File: config.mk
export PLATFORM = sky130hd
export DESIGN_NAME = dics_input_channel
export DESIGN_NICKNAME = d
export VERILOG_FILES = /design/src/inc/dics_pkg.sv /design/src/verilog/dics_pulse_counter.sv /design/src/verilog/dics_input_channel.sv
export SDC_FILE = /design/constraint.sdc
export NUM_CORES = 2
export LEC_CHECK = 0
export ABC_AREA = 1
export BUFFER_PORTS_ARGS = -buffer_cell sky130_fd_sc_hd__buf_2
export CORE_AREA = 2 2 465 467
export CTS_CLUSTER_SIZE = 14
export DETAILED_ROUTE_END_ITERATION = 10
export DIE_AREA = 0 0 467 469
export PLACE_DENSITY = 0.63
export SLEW_MARGIN = 25
export SYNTH_ARGS = -nofsm -noshare
export SYNTH_HDL_FRONTEND = slang
export SYNTH_SLANG_ARGS = --single-unit
File: constraint.sdc
create_clock -name i_ref_clk -period 7.4 [get_ports i_ref_clk]
set_input_delay 1.11 -clock i_ref_clk [delete_from_list [all_inputs] [get_ports i_ref_clk]]
set_output_delay 1.11 -clock i_ref_clk [all_outputs]
set_load 0.05 [all_outputs]
File: src/inc/dics_pkg.sv
package dics_pkg;

    // ==========================================================
    // group geometry
    // ==========================================================
    localparam int GROUP_W      = 16;           // bits per input group
    localparam int TOTAL_BITS   = 1024;         // sense + counter capacity
    localparam int NUM_ADDR     = TOTAL_BITS / GROUP_W;
    localparam int NUM_DI       = 32;           // sense groups fitted
    localparam int NUM_CTR      = NUM_ADDR - NUM_DI;
    localparam int PI_BITS      = 384;          // interrupt capacity
    localparam int NUM_PI       = PI_BITS / GROUP_W;
    localparam int PI_LEVELS    = 4;            // levels per interrupt group
    localparam int PI_PER_LVL   = GROUP_W / PI_LEVELS;
    localparam int CTR_W        = 8;            // one narrow counter

    // ==========================================================
    // modifier decode
    // ==========================================================
    localparam logic [6:0] MOD_DI_BASE  = 7'h0040;  // first sense group
    localparam logic [6:0] MOD_CTR_TOP  = 7'h007F;  // counter pair 0
    localparam logic [6:0] MOD_PI_LAST  = 7'h0017;  // last interrupt group
    localparam int         MOD_SYNC_BIT = 7;        // modifier bit 8, msb-0

    // ==========================================================
    // command encodings
    // ==========================================================
    typedef enum logic [1:0] {
        DICS_FN_READ  = 2'h0,   // one group to storage
        DICS_FN_SENSE = 2'h1,   // one group to accumulator
        DICS_FN_INIT  = 2'h2,   // channel initialize read
        DICS_FN_NONE  = 2'h3
    } dics_fn_e;

    typedef enum logic [1:0] {
        DICS_AM_SEQ    = 2'h0,
        DICS_AM_RANDOM = 2'h1,
        DICS_AM_SINGLE = 2'h2,
        DICS_AM_RSVD   = 2'h3
    } dics_amode_e;

    typedef struct packed {
        dics_fn_e    func;
        dics_amode_e amode;
        logic [15:0] modifier;
        logic [15:0] mem_addr;
        logic [15:0] word_count;
    } dics_cmd_s;

    typedef struct packed {
        logic        valid;
        logic [15:0] addr;
        logic [15:0] data;
    } dics_mem_wr_s;

endpackage

File: src/verilog/dics_pulse_counter.sv
`timescale 1ns/100ps
module dics_pulse_counter
    import dics_pkg::*;
(
    input  wire logic                 i_ref_clk,  // system clock
    input  wire logic                 i_rstn,     // async reset, low
    input  wire logic [1:0]           i_pulse,    // pulse inputs, level
    input  wire logic                 i_wide,     // one 16-bit counter
    input  wire logic                 i_clear,    // read strobe
    output logic      [GROUP_W-1:0]   o_value     // packed counter word
);

    // ==========================================================
    // edge detect and count
    // ==========================================================
    logic [1:0]         pulse_d_reg;
    logic [GROUP_W-1:0] cnt_reg;
    logic [GROUP_W-1:0] cnt_next;
    logic [1:0]         rise;
    logic [GROUP_W-1:0] base;

    assign rise = i_pulse & ~pulse_d_reg;
    assign base = i_clear ? '0 : cnt_reg;

    always_comb begin
        cnt_next = base;
        if (i_wide) begin
            cnt_next = base + GROUP_W'(rise[0]);
        end else begin
            cnt_next[CTR_W-1:0]       = base[CTR_W-1:0] + CTR_W'(rise[0]);
            cnt_next[GROUP_W-1:CTR_W] = base[GROUP_W-1:CTR_W] + CTR_W'(rise[1]);
        end
    end

    always_ff @(posedge i_ref_clk or negedge i_rstn) begin
        if (!i_rstn) begin
            pulse_d_reg <= '0;
            cnt_reg     <= '0;
        end else begin
            pulse_d_reg <= i_pulse;
            cnt_reg     <= cnt_next;
        end
    end

    assign o_value = cnt_reg;

endmodule // dics_pulse_counter

File: src/verilog/dics_input_channel.sv
`timescale 1ns/100ps
// Contract
// groups are 16 bits, contents unformatted
// programmed read stores exactly one group
// channel start moves many groups, one per cycle; code spends at least two cycles per group
// sequential, random or single-address channel reads
// interrupt groups feed four levels, four each
// counter read gives two 8-bit or one 16-bit
// sense plus counter capacity 1024 bits
// interrupt capacity 24 groups, 384 bits
// modifier bit 8 selects synchronized read
// synchronized initialize raises sync ready
// field device sets data before sync pulse
// sync pulse stores group, drops ready
// synchronized: interlocked until count zero, cpu free
// unsynchronized: transfer done before next instruction
// closed or positive reads one
// input n lands at bit n
// counters count pulses, clear on read
// sync pulses while not ready ignored
module dics_input_channel
    import dics_pkg::*;
(
    input  wire logic                      i_ref_clk,    // 100 MHz clock
    input  wire logic                      i_rstn,       // async reset, low
    input  wire logic                      i_cmd_valid,  // command offered
    input  wire dics_cmd_s                 i_cmd,        // command word
    output logic                           o_cmd_ready,  // command taken
    input  wire logic [6:0]                i_rand_group, // random-mode group
    output dics_mem_wr_s                   o_mem_wr,     // storage write
    input  wire logic                      i_mem_ack,    // storage cycle done
    output logic                           o_acc_valid,  // accumulator strobe
    output logic      [GROUP_W-1:0]        o_acc_data,   // accumulator data
    output logic                           o_interlock,  // input function busy
    output logic                           o_cpu_hold,   // stall processor
    output logic                           o_sync_ready, // toward field device
    input  wire logic                      i_ext_sync,   // sync pulse in
    input  wire logic [NUM_DI*GROUP_W-1:0] i_sense,      // sense inputs
    input  wire logic [NUM_CTR*2-1:0]      i_ctr_pulse,  // counter pulses
    input  wire logic [NUM_CTR-1:0]        i_ctr_wide,   // 16-bit counter mode
    input  wire logic [PI_BITS-1:0]        i_pi_in,      // interrupt inputs
    output logic      [NUM_PI*PI_LEVELS-1:0] o_pi_level  // level requests
);

    // ==========================================================
    // state machine
    // ==========================================================
    typedef enum logic [3:0] {
        ST_IDLE    = 4'b0001,
        ST_WSYNC   = 4'b0010,
        ST_CAPTURE = 4'b0100,
        ST_STORE   = 4'b1000
    } dics_state_e;

    dics_state_e  state_reg;
    dics_state_e  state_next;
    dics_fn_e     func_reg;
    dics_amode_e  amode_reg;
    logic         sync_reg;
    logic [6:0]   group_reg;
    logic [15:0]  addr_reg;
    logic [15:0]  wc_reg;
    logic [15:0]  data_reg;
    logic         ready_reg;
    logic         acc_v_reg;
    logic [15:0]  acc_reg;

    // ==========================================================
    // group selection
    // ==========================================================
    logic [GROUP_W-1:0] ctr_val [NUM_CTR];
    logic [NUM_CTR-1:0] ctr_clr;
    logic [PI_BITS-1:0] pi_reg;
    logic [PI_BITS-1:0] pi_d_reg;
    logic [PI_BITS-1:0] pi_clr;
    logic [6:0]         cur_group;
    logic               is_di;
    logic               is_ctr;
    logic               is_pi;
    logic [4:0]         di_idx;
    logic [4:0]         ctr_idx;
    logic [4:0]         pi_idx;
    logic [15:0]        sel_word;
    logic               capture;
    logic               sync_hit;
    logic               last_word;
    logic               cmd_take;
    logic               cmd_sync;

    assign cur_group = (amode_reg == DICS_AM_RANDOM && func_reg == DICS_FN_INIT)
                       ? i_rand_group : group_reg;
    assign is_di   = (cur_group >= MOD_DI_BASE) &&
                     (cur_group < MOD_DI_BASE + 7'(NUM_DI));
    assign is_ctr  = (cur_group >= MOD_DI_BASE + 7'(NUM_DI));
    assign is_pi   = (cur_group <= MOD_PI_LAST);
    assign di_idx  = 5'(cur_group - MOD_DI_BASE);
    assign ctr_idx = 5'(MOD_CTR_TOP - cur_group);
    assign pi_idx  = cur_group[4:0];

    // sense word passes through untouched, bit n from input n
    assign sel_word = is_di  ? i_sense[di_idx*GROUP_W +: GROUP_W] :
                      is_ctr ? ctr_val[ctr_idx] :
                      is_pi  ? pi_reg[pi_idx*GROUP_W +: GROUP_W] :
                      '0;

    assign capture   = (state_reg == ST_CAPTURE);
    assign sync_hit  = (state_reg == ST_WSYNC) && ready_reg && i_ext_sync;
    assign last_word = (wc_reg <= 16'h0001);
    assign cmd_take  = i_cmd_valid && o_cmd_ready;
    assign cmd_sync  = (i_cmd.func == DICS_FN_INIT) && i_cmd.modifier[MOD_SYNC_BIT];

    // ==========================================================
    // counters and interrupt latches
    // ==========================================================
    genvar g;
    generate
        for (g = 0; g < NUM_CTR; g++) begin : g_ctr
            assign ctr_clr[g] = capture && is_ctr && (ctr_idx == 5'(g));
            dics_pulse_counter u_ctr (
                .i_ref_clk (i_ref_clk),
                .i_rstn    (i_rstn),
                .i_pulse   (i_ctr_pulse[2*g +: 2]),
                .i_wide    (i_ctr_wide[g]),
                .i_clear   (ctr_clr[g]),
                .o_value   (ctr_val[g])
            );
        end
        for (g = 0; g < NUM_PI; g++) begin : g_pi
            assign pi_clr[g*GROUP_W +: GROUP_W] =
                {GROUP_W{capture && is_pi && (pi_idx == 5'(g))}};
            for (genvar l = 0; l < PI_LEVELS; l++) begin : g_lvl
                assign o_pi_level[g*PI_LEVELS + l] =
                    |pi_reg[g*GROUP_W + l*PI_PER_LVL +: PI_PER_LVL];
            end
        end
    endgenerate

    // set wins over the read clear
    always_ff @(posedge i_ref_clk or negedge i_rstn) begin
        if (!i_rstn) begin
            pi_reg   <= '0;
            pi_d_reg <= '0;
        end else begin
            pi_d_reg <= i_pi_in;
            pi_reg   <= (pi_reg & ~pi_clr) | (i_pi_in & ~pi_d_reg);
        end
    end

    // ==========================================================
    // transfer sequencing
    // ==========================================================
    always_comb begin
        state_next = state_reg;
        case (state_reg)
            ST_IDLE: begin
                if (cmd_take && i_cmd.func != DICS_FN_NONE) begin
                    state_next = cmd_sync ? ST_WSYNC : ST_CAPTURE;
                end
            end
            ST_WSYNC: begin
                if (sync_hit) begin
                    state_next = ST_CAPTURE;
                end
            end
            ST_CAPTURE: begin
                state_next = (func_reg == DICS_FN_SENSE) ? ST_IDLE : ST_STORE;
            end
            ST_STORE: begin
                if (i_mem_ack) begin
                    if (func_reg != DICS_FN_INIT || last_word) begin
                        state_next = ST_IDLE;
                    end else begin
                        state_next = sync_reg ? ST_WSYNC : ST_CAPTURE;
                    end
                end
            end
            default: state_next = ST_IDLE;
        endcase
    end

    always_ff @(posedge i_ref_clk or negedge i_rstn) begin
        if (!i_rstn) begin
            state_reg <= ST_IDLE;
            func_reg  <= DICS_FN_NONE;
            amode_reg <= DICS_AM_SEQ;
            sync_reg  <= 1'b0;
            group_reg <= '0;
            addr_reg  <= '0;
            wc_reg    <= '0;
        end else begin
            state_reg <= state_next;
            if (cmd_take) begin
                func_reg  <= i_cmd.func;
                amode_reg <= i_cmd.amode;
                sync_reg  <= cmd_sync;
                group_reg <= i_cmd.modifier[6:0];
                addr_reg  <= i_cmd.mem_addr;
                wc_reg    <= i_cmd.word_count;
            end else if (state_reg == ST_STORE && i_mem_ack) begin
                addr_reg <= addr_reg + 16'h0001;
                wc_reg   <= wc_reg - 16'h0001;
                if (amode_reg == DICS_AM_SEQ) begin
                    group_reg <= group_reg + 7'h01;
                end
            end
        end
    end

    // ==========================================================
    // data capture and sync ready
    // ==========================================================
    always_ff @(posedge i_ref_clk or negedge i_rstn) begin
        if (!i_rstn) begin
            data_reg  <= '0;
            acc_reg   <= '0;
            acc_v_reg <= 1'b0;
        end else begin
            acc_v_reg <= capture && (func_reg == DICS_FN_SENSE);
            if (capture) begin
                data_reg <= sel_word;
                if (func_reg == DICS_FN_SENSE) begin
                    acc_reg <= sel_word;
                end
            end
        end
    end

    always_ff @(posedge i_ref_clk or negedge i_rstn) begin
        if (!i_rstn) begin
            ready_reg <= 1'b0;
        end else if (cmd_take && cmd_sync) begin
            ready_reg <= 1'b1;
        end else if (sync_hit) begin
            ready_reg <= 1'b0;
        end else if (state_reg == ST_STORE && i_mem_ack && sync_reg && !last_word) begin
            ready_reg <= 1'b1;
        end
    end

    // ==========================================================
    // outputs
    // ==========================================================
    assign o_cmd_ready    = (state_reg == ST_IDLE);
    assign o_mem_wr.valid = (state_reg == ST_STORE);
    assign o_mem_wr.addr  = addr_reg;
    assign o_mem_wr.data  = data_reg;
    assign o_acc_valid    = acc_v_reg;
    assign o_acc_data     = acc_reg;
    assign o_sync_ready   = ready_reg;
    assign o_interlock    = (state_reg != ST_IDLE);
    assign o_cpu_hold     = (state_reg != ST_IDLE) && !sync_reg;

endmodule // dics_input_channel

### Yosys cells after proc, flatten, opt, wreduce, memory -nomap -nowiden

Index checks and enable logic that the tools add are counted.

* equal/unequal tests: 68
* shift operators: 2
* reduce and logical (&&, ||, !) cells: 179
* multiplexer cells: 89
* $lt $le $gt $ge: 6
* bitwise logic cells: 70
* add/subtract/negate cells: 101

Operators with widths (number)
* 16-bit two-way mux: 73
* 384-bit AND: 2
* 384-bit NOT: 2
* 16-bit by 1-bit adder with 16-bit output: 32
* 8-bit by 1-bit adder with 8-bit output: 64
* 512-bit by 10-bit variable part select with 16-bit output: 1
* 384-bit OR: 1
* 4-bit OR reduction: 96
* 384-bit by 10-bit variable part select with 16-bit output: 1
* 5-bit == test, second input constant: 24
* 16-bit binary-select mux with 5-bit select: 1
* 5-bit by 4-bit == test with 1-bit output, second input constant: 16
* 1-bit logical AND: 71
* 2-bit AND: 32
* 2-bit NOT: 32
* 5-bit by 3-bit == test with 1-bit output, second input constant: 8
* 7-bit two-way mux: 4
* 5-bit by 2-bit == test with 1-bit output, second input constant: 4
* 16-bit by 1-bit adder with 16-bit output, second input constant: 1
* 16-bit by 1-bit <= comparator with 1-bit output, second input constant: 1
* 4-bit two-way mux: 4
* 4-bit case mux with 4 select lines: 1
* 16-bit by 1-bit subtractor with 16-bit output, second input constant: 1
* 7-bit >= comparator, second input constant: 2
* other kinds (27): 41

* register bits after elaboration: 1426
* logic and storage cells: 592
* output and inout bits: 150

### Logic depth before layout (Yosys ltp)

* depth after elaboration: 10
* gate-level depth with buffers: 21
* gate-level depth less buffers: 20

### By module

From an unflattened synthesis, not the netlist that was laid out.

* cells, all modules: 11407
* area total of the unflattened synthesis: 81334.3 sq um

Modules (own cells, without submodules)
* dics_input_channel: seq. area each 21274.2 sq um, area an instance 45570.0 sq um, instances 1, cells an instance 6511
* dics_pulse_counter (g_ctr[20].u_ctr ...): seq. area each 450.4 sq um, area an instance 1118.6 sq um, instances 20, cells an instance 153
* dics_pulse_counter (g_ctr[0].u_ctr ...): seq. area each 450.4 sq um, area an instance 1116.1 sq um, instances 12, cells an instance 153

### Worst setup path after synthesis

Ideal clock, no wire load.

* path kind: reg2reg
* from: register state_reg[0]
* to: register addr_reg[9]
* cell stages (with the launch flop): 11
* buffers on the path: 1
* path slack: 3.570 ns
* arrival: 3.693 ns
* cell sequence: dfstp_2 inv_1 nor3_1 inv_1 nor2_1 clkinv_1 nand2_1 inv_1 clkbuf_1 a211oi_1 a31oi_1

* word-level cells in the longest chain between the ends: 3

RTL lines
* start: declaration: RTL line dics_input_channel.sv:55 `dics_state_e state_reg;`
* start signal: assignment: RTL line dics_input_channel.sv:191 `state_reg <= state_next;`
* 4-bit by 1-bit == test with 1-bit output *: RTL line dics_input_channel.sv:243 `assign o_cmd_ready = (state_reg == ST_IDLE);`
* via o_cmd_ready: RTL line dics_input_channel.sv:28 `output logic o_cmd_ready,`
* 1-bit logical AND *: RTL line dics_input_channel.sv:109 `assign cmd_take = i_cmd_valid && o_cmd_ready;`
* 16-bit two-way mux / 2-bit nonzero test (equally long branches)
* end signal: assignment: RTL line dics_input_channel.sv:197 `addr_reg <= i_cmd.mem_addr;`
* end signal: assignment: RTL line dics_input_channel.sv:200 `addr_reg <= addr_reg + 16'h0001;`
* end: declaration: RTL line dics_input_channel.sv:61 `logic [15:0] addr_reg;`

Mark *: on every way through the listed nets, which the timed path passes. The rest lies on a longest branch.
A chain may end at the register's enable or synchronous reset.

### Worst setup path in the final report

* from: register func_reg[1]
* to: register acc_reg[10] (netlist: o_acc_data[10])

* word-level cells in the longest chain between the ends: 10

RTL lines
* start: declaration: RTL line dics_input_channel.sv:57 `dics_fn_e func_reg;`
* start signal: assignment: RTL line dics_input_channel.sv:193 `func_reg <= i_cmd.func;`
* parallel branches: the longest is 10 deep, another holds 5-bit by 1-bit subtractor with 5-bit output
* end signal: assignment: RTL line dics_input_channel.sv:222 `acc_reg <= sel_word;`
* end: declaration: RTL line dics_input_channel.sv:66 `logic [15:0] acc_reg;`

Several ways; the timed one is not identified. The select of a mux whose other input is x is not followed.

==> run_summary.xml <==
<?xml version="1.0" encoding="UTF-8"?>
<metrics>
  <group name="outcome">
    <metric name="outcome" unit="">finished clean</metric>
  </group>
  <group name="placed_design">
    <metric name="detailed_place_hpwl" unit="um">271000</metric>
    <metric name="gpl.final_weighted_congestion" unit="">1.00</metric>
    <metric name="placement.setup.worst_slack" unit="ns">2.09</metric>
    <metric name="io_buffer_count" unit="">1197</metric>
  </group>
  <group name="setup_path">
    <metric name="cp-start-kind" unit="">register</metric>
    <metric name="timing.critical_path.required" unit="ns">8.15</metric>
    <metric name="max_stage_delay" unit="ns">0.66</metric>
    <metric name="setup.worst_path.class" unit="">register to register</metric>
    <metric name="worst_ep_arrival_time" unit="ns">5.82</metric>
    <metric name="worst_path_max_delay_cell" unit="">buf_4</metric>
    <metric name="critical_path.top_delay_family" unit="">simple AND/OR/NAND/NOR gates</metric>
    <metric name="critical_path.n_buffers_inverters" unit="">4</metric>
    <metric name="worst_setup_ep_type" unit="">register</metric>
    <metric name="most_prevalent_standard_cell_on_the_critical_path" unit="">nand2_1</metric>
    <metric name="cp_cell_instances" unit="">inv_2, nor2_4, nand2_4, nand2_1, nand2_4, inv_2, nand2_2, inv_4, buf_4, nand2_1, nand2_1, nor2_1, nand2_1, nand3_1, nand3_1, nand2_1, nand2_1</metric>
    <metric name="timing.critical_path.fanout_max" unit="">44</metric>
  </group>
  <group name="timing">
    <metric name="max_freq" unit="MHz">197</metric>
    <metric name="fin_worst_skew" unit="ns">0.0609</metric>
    <metric name="final_max_slew_viol_count" unit="">0</metric>
    <metric name="min_period" unit="ns">5.07</metric>
    <metric name="relSlewSlack" unit="%">24.2</metric>
    <metric name="report.final.setup_viol" unit="">0</metric>
    <metric name="rsz_0062_raised_after_global_routing" unit="">no</metric>
    <metric name="holdWs" unit="ns">0.183</metric>
    <metric name="timing_worst_slew_pin_value" unit="ns">1.13</metric>
    <metric name="final.setup.worst_slack" unit="ns">2.33</metric>
    <metric name="timing.final.crit_share" unit="%">68.5</metric>
    <metric name="setup_tns" unit="ns">0</metric>
    <metric name="final-hold-violation-count" unit="">0</metric>
  </group>
  <group name="power_and_ir_drop">
    <metric name="p_per_area" unit="nW/um^2">390</metric>
    <metric name="irDropWorstVdd" unit="V">0.000395</metric>
    <metric name="static-leakage-power" unit="nW">52.3</metric>
  </group>
  <group name="synthesis">
    <metric name="yosysUniqueCellTypes" unit="">50</metric>
    <metric name="syn_nets" unit="">12100</metric>
    <metric name="synthesis.area_per_instance" unit="um^2">7.07</metric>
    <metric name="post_synth_inst_count" unit="">11000</metric>
    <metric name="synthesis.yosys.warnings" unit="">0</metric>
    <metric name="synth_enable_flop_cells" unit="">0</metric>
    <metric name="ys_seq_area_share" unit="%">46.1</metric>
    <metric name="yosys_register_bits" unit="">1426</metric>
    <metric name="synthFlopType" unit="">dfrtp_1</metric>
    <metric name="synth_area" unit="um^2">77400</metric>
    <metric name="synth_async_sr_flop_share" unit="%">100</metric>
  </group>
  <group name="cts">
    <metric name="clock_transition_at_the_registers_of_the_reported_paths" unit="ns">0.06</metric>
    <metric name="cts.hold.buffers_added" unit="">0</metric>
    <metric name="clock_latency" unit="ns">0.85</metric>
    <metric name="post_cts_resized" unit="">0</metric>
    <metric name="clock_sinks" unit="">1426</metric>
    <metric name="cts_tree" unit="">yes</metric>
    <metric name="cts_max_level" unit="">4</metric>
    <metric name="cts_inserted_buffers" unit="">162</metric>
    <metric name="largest_buffer_count_on_any_clock_path" unit="">3</metric>
    <metric name="cts_setup_buffers" unit="">0</metric>
    <metric name="ctsRootBufferMaster" unit="">clkbuf_16</metric>
  </group>
  <group name="global_route">
    <metric name="track_usage" unit="%">31.1</metric>
    <metric name="grt_antenna_before_repair" unit="">160</metric>
    <metric name="grtUsageMet3" unit="%">9.49</metric>
    <metric name="grt_util_met1" unit="%">40.7</metric>
    <metric name="gr-usage-met2" unit="%">45.9</metric>
    <metric name="global_route_wire_length_before_repair" unit="um">491000</metric>
    <metric name="overflow" unit="">0</metric>
    <metric name="vias_in_the_first_global_route" unit="">70200</metric>
    <metric name="maximum_number_of_pins_on_one_net_before_global_route_repair" unit="">160</metric>
    <metric name="gr-max-usage-layer" unit="">met2</metric>
  </group>
  <group name="routing">
    <metric name="aggregate_routed_wire_length" unit="um">352000</metric>
    <metric name="drt_first_pass_iters" unit="">7</metric>
    <metric name="routed_via_density" unit="">5.14</metric>
    <metric name="route.vias.total" unit="">77400</metric>
    <metric name="ant_nets" unit="">0</metric>
    <metric name="detailedRoute.firstIterationViolations" unit="">8786</metric>
    <metric name="post_route_drc" unit="">0</metric>
    <metric name="wl_per_cell" unit="um">23.4</metric>
  </group>
  <group name="worst_hold_path">
    <metric name="hold_path_class" unit="">input pin to asynchronous set/reset pin</metric>
  </group>
  <group name="floorplanning">
    <metric name="coreArea" unit="um^2">214000</metric>
    <metric name="fp.dieH" unit="um">469</metric>
    <metric name="core.rowCount" unit="">170</metric>
    <metric name="design.portCount" unit="">1206</metric>
    <metric name="floorplan.initialDensity" unit="%">36.2</metric>
    <metric name="die-area" unit="um^2">219000</metric>
    <metric name="chipWidth" unit="um">467</metric>
  </group>
  <group name="flow_run">
    <metric name="maxCapViolCount" unit="">0</metric>
  </group>
  <group name="finish">
    <metric name="layout-area-overhead-vs-synth" unit="%">19.3</metric>
    <metric name="layout-drive-gt1-share" unit="%">14.2</metric>
    <metric name="largest_register_ff_count" unit="">512</metric>
    <metric name="finish.net_count" unit="">13200</metric>
    <metric name="post-route-util" unit="%">43.2</metric>
  </group>
</metrics>
per-stage QoR:
step | power [mW] | instances | cell area, um^2
finish | 36.0 | 15100 | 92400
global route | 37.9 | 15000 | 92400
CTS | 35.8 | 15000 | 92200
detailed placement | 27.0 | 14700 | 86400
global placement | 26.9 | 14700 | 86400
floorplan | 19.7 | 11000 | 77400
worst reg2reg max path: cells and delay by family (launching register included):
family | cells | cell delay [ns]
buf+inv | 4 | 1.53
flops | 1 | 0.54
simple gates | 13 | 2.93
metal layers:
layer	vias to the layer above	part of all wire (%)
li1	36200	-
met1	36700	41
met2	3504	42
met3	787	9.9
met4	98	6.1
met5	-	0.17
final timing paths:
path                                    start              to  slack [ns]  depth (start not counted)
worst max-delay path              func_reg[1]  o_acc_data[10]        2.33                         17
worst min-delay path                   i_rstn     o_acc_valid        0.18                          1
worst max register to register    func_reg[1]  o_acc_data[10]        2.33                         17
worst min register to register  pi_d_reg[153]     pi_reg[153]        0.40                          1
max in group asynchronous              i_rstn       wc_reg[8]        5.48                          2
min in group i_ref_clk           i_pi_in[151]   pi_d_reg[151]        0.38                          1
cell usage in the layout (no fill, tap or decap), drive strengths merged, types with 5 or more instances in the layout:
| cell type | count |
|---|---|
| a211oi | 10 |
| nand3b | 51 |
| nand4 | 155 |
| o21ai | 217 |
| o211ai | 8 |
| o311ai | 5 |
| bufinv | 15 |
| clkinvlp | 6 |
| inv | 1574 |
| nand3 | 792 |
| clkinv | 42 |
| ha | 100 |
| a31oi | 22 |
| nor4 | 40 |
| buf | 1300 |
| a22oi | 5 |
| dfrtp | 1423 |
| nand2 | 4479 |
| and2 | 16 |
| nor3 | 108 |
| diode | 73 |
| clkbuf | 235 |
| a21oi | 201 |
| xor2 | 125 |
| nor2 | 810 |
| o21a | 5 |
| o22ai | 387 |
| xnor2 | 9 |
cells in the mapped netlist, drive strengths merged (51+ instances only):
cell | number | area (um^2)
ha | 100 | 1250
o21ai | 217 | 1100
clkbuf | 208 | 781
a21oi | 201 | 1010
dfrtp | 1423 | 35600
nor2 | 810 | 3180
buf | 199 | 1010
o22ai | 387 | 2420
nand2 | 4479 | 17000
xor2 | 125 | 1090
inv | 1573 | 5900
nand3 | 792 | 3990
nand4 | 155 | 970
nor3 | 108 | 657
nand3b | 51 | 383
power breakdown:
| group | leakage, nW | total [mW] | switching, mW | internal [mW] |
|---|---|---|---|---|
| combinational | 33.9 | 16.9 | 13.0 | 3.88 |
| sequential | 15.6 | 10.4 | 1.11 | 9.26 |
| clock | 2.83 | 8.73 | 3.65 | 5.07 |
| total | 52.3 | 36.0 | 17.8 | 18.2 |
layout make-up:
class	count	area (um^2)
fill	22400	121000
sequential	1426	35700
multi-input combinational	7553	34200
timing repair buffer	1300	7030
inverter	1575	5920
clock buffer	235	4790
tap	2838	3550
clock inverter	62	1020
antenna	73	183
cells by family (layout without fill, tap and decap cells):
family / count (synthesis) / after routing / synth area share, %
simple gates: 6451 / 6451 / 34.4
flops: 1426 / 1426 / 46.1
buf+inv: 1982 / 3172 / 9.94
compound gates: 868 / 868 / 6.45
other cells: 0 / 73 / 0
xor+xnor: 134 / 134 / 1.52
fa+ha+maj: 100 / 100 / 1.62
Note: power is estimated with default switching activity, not from simulation.
